[src/crcacc_defines.svh]
// Constants of the CRC-32 accumulator: offsets, fields, resets, timing.
// Assumes inclusion by bare name from every design file that needs it.
`ifndef CRCACC_DEFINES_SVH
`define CRCACC_DEFINES_SVH

// ============================================================
// Register offsets (byte addresses)
`define CRCACC_OFS_CHECKSUM  8'h00
`define CRCACC_OFS_SCRATCH   8'h04
`define CRCACC_OFS_CONTROL   8'h08

// ============================================================
// Reset values and fields
`define CRCACC_CHECKSUM_RESET 32'hFFFFFFFF
`define CRCACC_SCRATCH_RESET  8'h00
`define CRCACC_SCRATCH_MSB    7
`define CRCACC_REINIT_BIT     0

// ============================================================
// Generator polynomial, MSB first, implicit x^32 term
`define CRCACC_POLY          32'h04C11DB7

// ============================================================
// Timing: cycles from word entry to readable result
`define CRCACC_CALC_CYCLES   4
`define CRCACC_LAST_STEP     2'h3

`endif

[src/crcacc_pkg.sv]
// Types shared by the CRC-32 accumulator design files.
// Assumes nothing of its surroundings.
package crcacc_pkg;

  // ============================================================
  // Register port request, one word per access
  typedef struct packed {
    logic        sel;
    logic        write;
    logic [7:0]  addr;
    logic [31:0] wdata;
  } crcacc_req_t;

  // Register port answer, valid one cycle after a taken read
  typedef struct packed {
    logic        rvalid;
    logic [31:0] rdata;
  } crcacc_rsp_t;

  // Engine states, Gray coded along idle -> fold -> idle
  typedef enum logic [0:0] {
    CRCACC_IDLE = 1'b0,
    CRCACC_FOLD = 1'b1
  } crcacc_state_t;

endpackage

[src/crcacc_fold.sv]
// Byte fold of the CRC-32 engine: running value plus one data byte.
// Assumes the caller registers the result; purely combinational.
`timescale 1ns/1ps
`include "crcacc_defines.svh"

module crcacc_fold
  import crcacc_pkg::*;
(
  input  wire logic [31:0] crc_in,
  input  wire logic [7:0]  data_in,
  output logic      [31:0] crc_out
);

  // ============================================================
  // One bit step, most significant bit first, no reflection
  function automatic logic [31:0] crcacc_bit_step(
    input logic [31:0] c,
    input logic        d
  );
    logic fb;
    fb = c[31] ^ d;
    crcacc_bit_step = {c[30:0], 1'b0} ^ (fb ? `CRCACC_POLY : 32'h00000000);
  endfunction

  // Eight bit steps from bit 7 down to bit 0
  always_comb begin
    logic [31:0] c;
    c = crc_in;
    for (int i = 7; i >= 0; i--) begin
      c = crcacc_bit_step(c, data_in[i]);
    end
    crc_out = c;
  end

endmodule

[src/crcacc_top.sv]
// CRC-32 accumulator: data, scratch and control registers plus engine.
// Assumes a simple word register port synchronous to sys_clk; accesses
// are taken when sel and ready are both high.
`timescale 1ns/1ps
`include "crcacc_defines.svh"

// Operation
// - Updated checksum readable four cycles after entry
// - Fixed generator polynomial 0x4C11DB7, not programmable
// - Checksum register write is data, holds result
// - Each word folds into the held checksum
// - One-word input buffer; writes stall while it is full until the last byte
// - Checksum read returns last result, not word
// - Scratch byte reads back, unrelated to calculation
// - Scratch in bits 7:0, upper bits zero
// - Reinitialise bit loads checksum with all ones
// - Reinitialise bit clears itself after action
// - Reinitialise leaves the scratch byte unchanged
module crcacc_top
  import crcacc_pkg::*;
(
  input  wire logic        sys_clk,
  input  wire logic        rst,
  input  wire crcacc_req_t reg_req,
  output logic             reg_ready,
  output crcacc_rsp_t      reg_rsp,
  output logic             calc_busy
);

  // ============================================================
  // Storage
  logic [31:0]   checksum_value;
  logic [7:0]    scratch_byte_field;
  logic          reinit_pending;
  logic [31:0]   work_crc;
  logic [31:0]   work_word;
  logic [1:0]    step;
  logic          buf_valid;
  logic [31:0]   buf_word;
  crcacc_state_t state;
  crcacc_state_t next_state;
  logic [31:0]   rdata_q;
  logic          rvalid_q;

  // ============================================================
  // Address decode and access qualification
  wire hit_checksum = reg_req.addr == `CRCACC_OFS_CHECKSUM;
  wire hit_scratch  = reg_req.addr == `CRCACC_OFS_SCRATCH;
  wire hit_control  = reg_req.addr == `CRCACC_OFS_CONTROL;
  wire take         = reg_req.sel && reg_ready;
  wire take_write   = take && reg_req.write;
  wire take_read    = take && !reg_req.write;
  wire wr_checksum  = take_write && hit_checksum;
  wire wr_scratch   = take_write && hit_scratch;
  wire wr_control   = take_write && hit_control;
  wire reinit_req   = wr_control && reg_req.wdata[`CRCACC_REINIT_BIT];

  // Engine is free when idle, or finishing its last byte this cycle
  wire fold_last    = (state == CRCACC_FOLD) && (step == `CRCACC_LAST_STEP);
  wire engine_free  = (state == CRCACC_IDLE) || fold_last;

  // Word to start next: buffered word first, else a word written now
  wire start_buf    = engine_free && buf_valid && !reinit_pending;
  wire start_direct = engine_free && !buf_valid && wr_checksum;
  wire start_word   = start_buf || start_direct;
  wire [31:0] start_data = start_buf ? buf_word : reg_req.wdata;

  // A written word waits in the buffer when the engine cannot take it
  wire to_buffer    = wr_checksum && !start_direct;

  // Reinitialise only once engine and buffer have drained
  wire reinit_fire  = reinit_pending && (state == CRCACC_IDLE) && !buf_valid;

  // ============================================================
  // Ready: only a full buffer or a waiting reinitialise holds writes off
  assign reg_ready = !(buf_valid && !engine_free) && !reinit_pending;
  assign calc_busy = (state == CRCACC_FOLD) || buf_valid;

  // ============================================================
  // Byte fold of the running value, top byte of the word first
  wire [31:0] fold_out;
  wire [31:0] fold_base = (state == CRCACC_FOLD) ? work_crc : checksum_value;

  crcacc_fold u_fold (
    .crc_in  (work_crc),
    .data_in (work_word[31:24]),
    .crc_out (fold_out)
  );

  // ============================================================
  // Engine state sequencing
  always_comb begin
    next_state = state;
    unique case (state)
      CRCACC_IDLE: begin
        if (start_word) begin
          next_state = CRCACC_FOLD;
        end
      end
      CRCACC_FOLD: begin
        if (fold_last && !start_word) begin
          next_state = CRCACC_IDLE;
        end
      end
    endcase
  end

  // Seed for a new word: the result now being finished, or the held one
  wire [31:0] seed = fold_last ? fold_out : fold_base;

  // ============================================================
  // Engine registers
  always_ff @(posedge sys_clk or posedge rst) begin
    if (rst) begin
      state     <= CRCACC_IDLE;
      step      <= 2'h0;
      work_crc  <= `CRCACC_CHECKSUM_RESET;
      work_word <= 32'h00000000;
    end else begin
      state <= next_state;
      if (start_word) begin
        step      <= 2'h0;
        work_crc  <= seed;
        work_word <= start_data;
      end else if (state == CRCACC_FOLD) begin
        step      <= step + 2'h1;
        work_crc  <= fold_out;
        work_word <= {work_word[23:0], 8'h00};
      end
    end
  end

  // ============================================================
  // One-word input buffer
  // It fills only while the engine is busy; writes stall when it is
  // full and the engine is not on its last byte, or while a reinitialise is pending.
  always_ff @(posedge sys_clk or posedge rst) begin
    if (rst) begin
      buf_valid <= 1'b0;
      buf_word  <= 32'h00000000;
    end else begin
      if (to_buffer) begin
        buf_valid <= 1'b1;
        buf_word  <= reg_req.wdata;
      end else if (start_buf) begin
        buf_valid <= 1'b0;
      end
    end
  end

  // ============================================================
  // Checksum register: result after the fourth byte, or all ones
  // Reads during a calculation keep returning the previous result.
  always_ff @(posedge sys_clk or posedge rst) begin
    if (rst) begin
      checksum_value <= `CRCACC_CHECKSUM_RESET;
    end else begin
      if (reinit_fire) begin
        checksum_value <= `CRCACC_CHECKSUM_RESET;
      end else if (fold_last) begin
        checksum_value <= fold_out;
      end
    end
  end

  // ============================================================
  // Reinitialise bit: set by software, cleared by hardware when done
  // Ready is low while the bit is pending, so a second set cannot meet
  // the clear in one cycle and no data word can slip past it.
  always_ff @(posedge sys_clk or posedge rst) begin
    if (rst) begin
      reinit_pending <= 1'b0;
    end else begin
      if (reinit_req) begin
        reinit_pending <= 1'b1;
      end else if (reinit_fire) begin
        reinit_pending <= 1'b0;
      end
    end
  end

  // ============================================================
  // Scratch byte: only its own write changes it
  always_ff @(posedge sys_clk or posedge rst) begin
    if (rst) begin
      scratch_byte_field <= `CRCACC_SCRATCH_RESET;
    end else begin
      if (wr_scratch) begin
        scratch_byte_field <= reg_req.wdata[`CRCACC_SCRATCH_MSB:0];
      end
    end
  end

  // ============================================================
  // Read data selection; unmapped addresses read as zero
  wire [31:0] rd_checksum = checksum_value;
  wire [31:0] rd_scratch  = {24'h000000, scratch_byte_field};
  wire [31:0] rd_control  = {31'h00000000, reinit_pending};
  wire [31:0] rd_mux =
    hit_checksum ? rd_checksum :
    hit_scratch  ? rd_scratch  :
    hit_control  ? rd_control  : 32'h00000000;

  // Registered read answer, one cycle after the read is taken
  always_ff @(posedge sys_clk or posedge rst) begin
    if (rst) begin
      rdata_q  <= 32'h00000000;
      rvalid_q <= 1'b0;
    end else begin
      rvalid_q <= take_read;
      if (take_read) begin
        rdata_q <= rd_mux;
      end
    end
  end

  // Answer leaves as one struct; both fields come from flip-flops
  assign reg_rsp = '{rvalid: rvalid_q, rdata: rdata_q};

endmodule
[config.mk]
export PLATFORM = sky130hd
export DESIGN_NAME = crcacc_top
export DESIGN_NICKNAME = d
export VERILOG_FILES = /design/src/crcacc_pkg.sv /design/src/crcacc_fold.sv /design/src/crcacc_top.sv
export VERILOG_INCLUDE_DIRS = /design/src /design/src/src
export SDC_FILE = /design/constraint.sdc
export NUM_CORES = 1
export LEC_CHECK = 0
export BUFFER_PORTS_ARGS = -buffer_cell sky130_fd_sc_hd__buf_4
export CELL_PAD_IN_SITES_DETAIL_PLACEMENT = 1
export CELL_PAD_IN_SITES_GLOBAL_PLACEMENT = 1
export CORE_UTILIZATION = 40
export DETAILED_ROUTE_END_ITERATION = 6
export PLACE_DENSITY_LB_ADDON = 0.3
export SLEW_MARGIN = 30
export SYNTH_ARGS = -nofsm -noshare
export SYNTH_HDL_FRONTEND = slang
export SYNTH_HIERARCHICAL = 1
export SYNTH_SLANG_ARGS = --single-unit
[constraint.sdc]
create_clock -name sys_clk -period 11.7 [get_ports sys_clk]
set_input_delay 1.755 -clock sys_clk [delete_from_list [all_inputs] [get_ports sys_clk]]
set_output_delay 1.755 -clock sys_clk [all_outputs]
set_load 0.005 [all_outputs]
==> flow_summary.yaml, run 1 <==
status:
  outcome: "finished clean"
global_route:
  antenna_found_initial: 0
  grt_util_all_layers: 0.2057
  grt_max_degree: 86
  overflow: 0
  first_global_vias: 6241
  grt_pass1_wl_um: 34580
route:
  drt-total-wl_um: 20830
  drt-initial-drc-count: 244
  drcViolationCount: 0
  viasPerCell: 5.316
  avgRoutedWirePerCell_um: 19.43
  postRouteAntennaNets: 0
  vias: 5699
  first_pass_iters: 4
final_layout:
  nets: 834
  final_cell_mix: "dfrtp_1, nand2_1, buf_4, mux2i_1, dfstp_2"
  fin_cells: 1072
  drive_gt1_frac: 0.3080
  antenna_cells: 0
  syn_to_final_growth_pct: 15.74
  layout_commonest_cell: "dfrtp_1"
synthesis:
  syn-num-nets: 775
  synth-seq-cells: 174
  synth-edff-count: 0
  yosysUniqueCellTypes: 48
  synth_seq_area_share: 0.5224
  syn_inst: 730
  ys_warn_count: 6
  avgSynthCellArea_um2: 11.63
  synthFlopType: "dfrtp_1"
  netlist_area_um2: 8488
  ys_async_sr_fraction: 1.000
floorplanning:
  rows: 52
  die_h_um: 147.7
  die_w_um: 147.7
  coreArea_um2: 20490
  io-pin-count: 79
  start_util: 0.4142
  die_area_um2: 21810
cts:
  cts_root_buf: "clkbuf_16"
  clkLatencyLatePin_ps: 430
  numCtsBuffers: 17
  cts_resized: 0
  hold_buffers: 0
  cts_buffer_depth: 2
  post_cts_buffers: 0
  worst_setup_hold_path_clk_slew_ps: 70
  clock_sinks: 174
  htreeDepth: 4
  cts_tree: "done"
critical_path:
  cp_data_arrival_time_ps: 3990
  required_ps: 12070
  critPathMaxFanout: 32
  start_kind: "input pin"
  cp-end-kind: "register"
  critPathKind: "in2reg"
timing:
  tns_ps: 0
  finalSetupViolCount: 0
  rsz0062_at_grt: "false"
  tightest_slew_ps: 949.8
  hold_viol: 0
  hold_slack_ps: 494.5
  fin_skew_ps: 9.469
  slew_violations: 0
  slew_headroom: 0.3644
  fmax_ghz: 0.2762
  fin_crit_ps: 3621
  timing.final.crit_share: 0.3095
power:
  powerDensity_nw_per_um2: 235.0
  ir_drop_mv: 0.1500
  p_leak_uw: 0.004758
place:
  dp_hpwl_um: 14230
  place_inst: 1040
  portBuffers: 78
  gp_congestion: 0.8422
worst_hold_path:
  hold_class: "reg2reg"
job:
  cap_violations: 0
[cells in the mapped netlist, types with 7 or more instances]
master / number / area (um^2)
a22o_1: 24 / 210.2
a31oi_1: 9 / 56.30
buf_2: 8 / 40.04
buf_4: 7 / 52.55
clkbuf_1: 23 / 86.33
dfrtp_1: 110 / 2753
dfstp_2: 64 / 1682
inv_1: 38 / 142.6
mux2_2: 38 / 427.9
mux2i_1: 75 / 750.7
nand2_1: 97 / 364.1
nand3_1: 37 / 185.2
nor2_1: 23 / 86.33
nor2b_1: 9 / 56.30
o21ai_0: 20 / 100.1
o221ai_1: 28 / 245.2
xnor2_1: 43 / 376.6
xnor2_2: 9 / 146.4
xor2_1: 13 / 113.9
[registers in the layout, summed over array words and instances, names as in the netlist]
name                cells
buf_word               32
checksum_value         32
rdata_q                32
work_crc               32
work_word              32
scratch_byte_field      8
step                    2
buf_valid               1
reinit_pending          1
rvalid_q                1
state                   1
[power breakdown]
part	switching [uW]	leakage [uW]	total [uW]	internal [uW]
sequential	87.6	0.00220	844	757
combinational	500	0.00230	914	414
clock	254	0.000260	550	296
[logic make-up after synthesis]
group | Yosys count | share of synthesized area
mux | 115 | 0.1415
simple gates | 185 | 0.1030
compound gates | 99 | 0.09095
xor+xnor | 72 | 0.09567
flops | 174 | 0.5224
buf+inv | 84 | 0.04496
fa+ha+maj | 1 | 0.001474
[stage by stage]
| step | power, uW | setup WS, ps | area [um^2] | util |
|---|---|---|---|---|
| 2_1_floorplan | 1542 | 5334 | 8488 | - |
| 3_3_place_gp | 1737 | 7797 | 9253 | 0.4515 |
| 3_5_place_dp | 1763 | 7612 | 9261 | 0.4519 |
| 4_1_cts | 2333 | 8071 | 9824 | 0.4794 |
| 5_1_grt | 2442 | 7910 | 9824 | 0.4794 |
| 6_report | 2309 | 8079 | 9824 | 0.4794 |
[metal layers]
| layer | global-route usage | wire, um | vias up |
|---|---|---|---|
| li1 | - | - | 2649 |
| met1 | 0.2649 | 9381 | 2937 |
| met2 | 0.3493 | 10590 | 97 |
| met3 | 0.04321 | 608 | 16 |
| met4 | 0.05722 | 243 | 0 |
| met5 | 0 | 0 | - |
[worst max-delay path, cell delays in order]
cell	delay, ps
buf_4	120
nor4_4	370
nand3_1	470
o21ai_4	910
o221a_2	360
[area by class of cell]
type                            count  area, um^2
Timing Repair Buffer               86       649.4
Tap cell                          270       337.8
Fill cell                        2213       10670
Inverter                           38       147.6
Sequential cell                   174        4436
Clock inverter                     14       133.9
Clock buffer                       18       429.2
Multi-Input combinational cell    472        3691
[path summary, 6_finish.rpt]
kind	start	slack (ps)	cells after the start	end
hold reg to reg	rdata_q[4]$_DFFE_PP0P_	490	2	rdata_q[4]$_DFFE_PP0P_
setup / recovery	reg_req[33]	8080	5	work_crc[15]$_DFFE_PP1P_
setup reg to reg	state$_DFF_PP0_	8470	7	work_word[28]$_DFFE_PP0P_
hold / removal	rdata_q[4]$_DFFE_PP0P_	490	2	rdata_q[4]$_DFFE_PP0P_
min in group asynchronous	rst	1310	2	buf_word[20]$_DFFE_PP0P_
max in group asynchronous	rst	8610	4	rdata_q[12]$_DFFE_PP0P_
Power figures use the tool's default switching activity.
==> run 2: changes to the inputs <==
- clock period: 11.7 -> 3.32 ns (I/O delays scaled with it)
==> run 2 against run 1 <==
Against the previous run:
- non-clock buffer count rose by 6
- sequential cell count did not move
- core utilization rose by 0.41 points
- clock-buffer cell count rose by 1
==> flow_summary.yaml, run 2 (synthesis results as in run 1) <==
floorplanning:
  io-pin-count: 79
  rows: 52
  die_h_um: 147.7
  coreArea_um2: 20490
  die_w_um: 147.7
  start_util: 0.4142
  die_area_um2: 21810
final_layout:
  syn_to_final_growth_pct: 16.73
  antenna_cells: 0
  fin_cells: 1078
  final_cell_mix: "dfrtp_1, nand2_1, buf_4, mux2i_1, dfstp_2"
  nets: 840
  final_util: 0.4835
  drive_gt1_frac: 0.3119
  layout_commonest_cell: "dfrtp_1"
critical_path:
  crit_end: "checksum_value[4]$_DFFE_PP1P_"
  reg2reg_from: "state$_DFF_PP0_"
  required_ps: 3680
  cp_data_arrival_time_ps: 2980
  cp-startpoint: "state$_DFF_PP0_"
  critPathMaxFanout: 70
  reg2reg_depth: 5
  reg2reg_to: "checksum_value[4]$_DFFE_PP1P_"
  start_kind: "register"
  critPathKind: "reg2reg"
  regToRegSetupSlack_ps: 700
  cp-end-kind: "register"
status:
  outcome: "finished clean"
cts:
  clkLatencyLatePin_ps: 430
  cts_buffer_depth: 2
  clock_sinks: 174
  hold_buffers: 0
  cts_resized: 0
  htreeDepth: 4
  numCtsBuffers: 17
  worst_setup_hold_path_clk_slew_ps: 60
  cts_tree: "done"
  cts_root_buf: "clkbuf_16"
  post_cts_buffers: 0
timing:
  hold_viol: 0
  tns_ps: 0
  timing.final.crit_share: 0.7878
  slew_violations: 0
  fmax_ghz: 0.3823
  tightest_slew_ps: 980.6
  fin_skew_ps: 15.14
  rsz0062_at_grt: "false"
  fin_crit_ps: 2615
  finalSetupViolCount: 0
  slew_headroom: 0.3459
route:
  avgRoutedWirePerCell_um: 19.28
  drt-initial-drc-count: 253
  first_pass_iters: 4
  postRouteAntennaNets: 0
  viasPerCell: 5.269
  drcViolationCount: 0
  drt-total-wl_um: 20780
  vias: 5680
power:
  powerDensity_nw_per_um2: 826.4
  p_total_uw: 8188
  p_int_uw: 5201
  p_leak_uw: 0.004815
  power.switching_uw: 2987
  ir_drop_mv: 0.5406
  power_frac_comb: 0.398
  seq_power_share: 0.361
  p_sw_frac: 0.3648
  clockPowerShare: 0.240
global_route:
  overflow: 0
  grt_pass1_wl_um: 34260
  grt_max_degree: 71
  first_global_vias: 6130
  grt_util_all_layers: 0.2027
  antenna_found_initial: 0
place:
  place_inst: 1045
  portBuffers: 78
  dp_hpwl_um: 14420
  gp_congestion: 0.8131
worst_hold_path:
  hold_class: "in2async"
job:
  cap_violations: 0
run 2: changes by cell type in the layout (fill, tap and decap cells not counted), sizes merged:
cell and delta:
buf +5, clkbuf +2, clkinv -1, clkinvlp -2
inv +2
run 2: metal layers:
layer,GRT usage,up-vias,wire length (um)
li1,-,2657,-
met1,0.2728,2935,9560
met2,0.3417,75,10540
met3,0.03951,13,531
met4,0.03763,0,143
met5,0,-,0
run 2: power by group through the flow:
stage               combinational (uW)  clock [uW]  sequential (uW)
CTS                               3280        2020             2960
global route                      3570        2090             3000
finish                            3260        1970             2960
global placement                  3150           0             2970
detailed placement                3230           0             2990
floorplan                         2560           0             2870
run 2: worst min path at each step:
stage               slack, ps                  endpoint
floorplan                 460   buf_word[0]$_DFFE_PP0P_
global placement          470   buf_word[0]$_DFFE_PP0P_
detailed placement        480   buf_word[2]$_DFFE_PP0P_
CTS                       250  buf_word[20]$_DFFE_PP0P_
global route              270  buf_word[14]$_DFFE_PP0P_
finish                    230  buf_word[26]$_DFFE_PP0P_
run 2: final cells by class:
cell class / count / area [um^2]
Tap cell: 270 / 337.8
Clock buffer: 19 / 442.9
Inverter: 38 / 146.4
Clock inverter: 13 / 126.4
Timing Repair Buffer: 92 / 733.2
Sequential cell: 174 / 4436
Multi-Input combinational cell: 472 / 3686
Fill cell: 2180 / 10590
run 2: through the flow:
stage	area, um^2	worst slack (ps)	hold WS (ps)
2_1_floorplan	8492	649.6	458.8
6_report	9908	704.5	231.1
3_3_place_gp	9314	552.1	471.2
4_1_cts	9883	497.2	247.1
3_5_place_dp	9314	396.5	477.3
5_1_grt	9908	579.5	266.9
run 2: critical path: stages, from the launching register on:
cell     delay [ps]
dfrtp_2         370
buf_4           720
and2_0          870
buf_4           380
nand2_1         100
nand3_1         100
==> run 3: changes to the inputs <==
- clock period: 3.32 -> 2.5 ns (I/O delays scaled with it)
==> run 3 against run 2 <==
Against the previous run:
- routed wire length is 3.8% higher
- sequential power is 33% higher
- cell area is 1.3% higher
- core utilization is 0.62 points higher
- maximum frequency is 15% higher
- clock skew is 5.8 ps lower
- largest power group unchanged
==> flow_summary.yaml, run 3 (synthesis results as in run 1) <==
cts:
  clock_sinks: 174
  hold_buffers: 0
  worst_setup_hold_path_clk_slew_ps: 70
  cts_root_buf: "clkbuf_16"
  cts_resized: 0
  post_cts_buffers: 0
  numCtsBuffers: 17
  cts_buffer_depth: 2
  htreeDepth: 4
  clkLatencyLatePin_ps: 430
  cts_tree: "done"
route:
  postRouteAntennaNets: 0
  viasPerCell: 5.365
  drt-total-wl_um: 21560
  drcViolationCount: 0
  avgRoutedWirePerCell_um: 19.80
  vias: 5843
  first_pass_iters: 4
  drt-initial-drc-count: 291
timing:
  fin_skew_ps: 9.382
  slew_headroom: 0.4437
  hold_slack_ps: 101.0
  finalSetupViolCount: 0
  fin_crit_ps: 2265
  rsz0062_at_grt: "false"
  hold_viol: 0
  slew_violations: 0
  tightest_slew_ps: 832.8
  setup_slack_ps: 235.5
  timing.final.crit_share: 0.9058
  fmax_ghz: 0.4416
final_layout:
  antenna_cells: 0
  syn_to_final_growth_pct: 18.22
  design_area_um2: 10030
  layout_commonest_cell: "dfrtp_1"
  fin_cells: 1089
  drive_gt1_frac: 0.3187
  final_util: 0.4896
  final_cell_mix: "dfrtp_1, buf_4, nand2_1, mux2i_1, dfstp_2"
  nets: 851
place:
  place_inst: 1057
  portBuffers: 78
  dp_hpwl_um: 14780
  place_worst_setup_slack_ps: 260.0
  placed_cell_area_um2: 9442
  gp_congestion: 0.8515
critical_path:
  required_ps: 2820
  reg2reg_depth: 5
  start_kind: "register"
  cp-end-kind: "register"
  critPathKind: "reg2reg"
  critPathMaxFanout: 32
  cp_data_arrival_time_ps: 2590
worst_hold_path:
  hold_class: "in2async"
global_route:
  grt_max_degree: 42
  first_global_vias: 6534
  antenna_found_initial: 0
  overflow: 0
  grt_util_all_layers: 0.2135
  grt_pass1_wl_um: 36020
floorplanning:
  io-pin-count: 79
  start_util: 0.4142
  coreArea_um2: 20490
  die_h_um: 147.7
  die_w_um: 147.7
  rows: 52
  die_area_um2: 21810
power:
  power.switching_uw: 3969
  p_int_uw: 7077
  p_leak_uw: 0.004877
  p_sw_frac: 0.3593
  ir_drop_mv: 0.6060
  clockPowerShare: 0.242
  power_frac_comb: 0.400
  powerDensity_nw_per_um2: 1101
  seq_power_share: 0.357
job:
  cap_violations: 0
status:
  outcome: "finished clean"
[run 3: metal layers]
layer  GRT usage  vias up  routed length [um]
met2      0.3634      109               10990
li1            -     2685                   -
met5           0        -                   0
met3     0.03889       33                 653
met1      0.2708     3016                9441
met4     0.07938        0                 475
[run 3: final cells by class]
cell class,instances,area (um^2)
Fill cell,2200,10460
Sequential cell,174,4436
Multi-Input combinational cell,472,3686
Timing Repair Buffer,103,835.8
Clock buffer,25,516.7
Tap cell,270,337.8
Inverter,38,146.4
Clock inverter,7,76.32
[run 3: critical path: stages, from the launching register on]
cell,delay [ps]
dfrtp_1,460
nand3b_1,350
or3_1,550
o21ai_4,180
buf_4,380
o221ai_1,230
[run 3: path summary, 6_finish.rpt]
check                                                  to                  startpoint  slack, ps
max                              work_crc[24]$_DFFE_PP1P_  reinit_pending$_DFFE_PP0P_        240
min reg2reg                       buf_word[2]$_DFFE_PP0P_     buf_word[2]$_DFFE_PP0P_        490
max in group asynchronous  checksum_value[21]$_DFFE_PP1P_                         rst       1640
min in group sys_clk             buf_word[23]$_DFFE_PP0P_                 reg_req[23]        180
max reg2reg                      work_crc[24]$_DFFE_PP1P_  reinit_pending$_DFFE_PP0P_        240
min                              buf_word[20]$_DFFE_PP0P_                         rst        100
[run 3: through the flow]
step,total power (uW),TNS [ps]
2_1_floorplan,7218,-5215
3_3_place_gp,8152,0
3_5_place_dp,8336,0
4_1_cts,11150,0
5_1_grt,11650,0
6_report,11050,0
[run 3: power by group through the flow]
stage | sequential (uW) | clock [uW] | combinational [uW]
final | 3950 | 2680 | 4420
after global routing | 3990 | 2840 | 4820
after CTS | 3950 | 2740 | 4460
after detailed placement | 3980 | 0 | 4350
after global placement | 3950 | 0 | 4200
after floorplan | 3810 | 0 | 3400
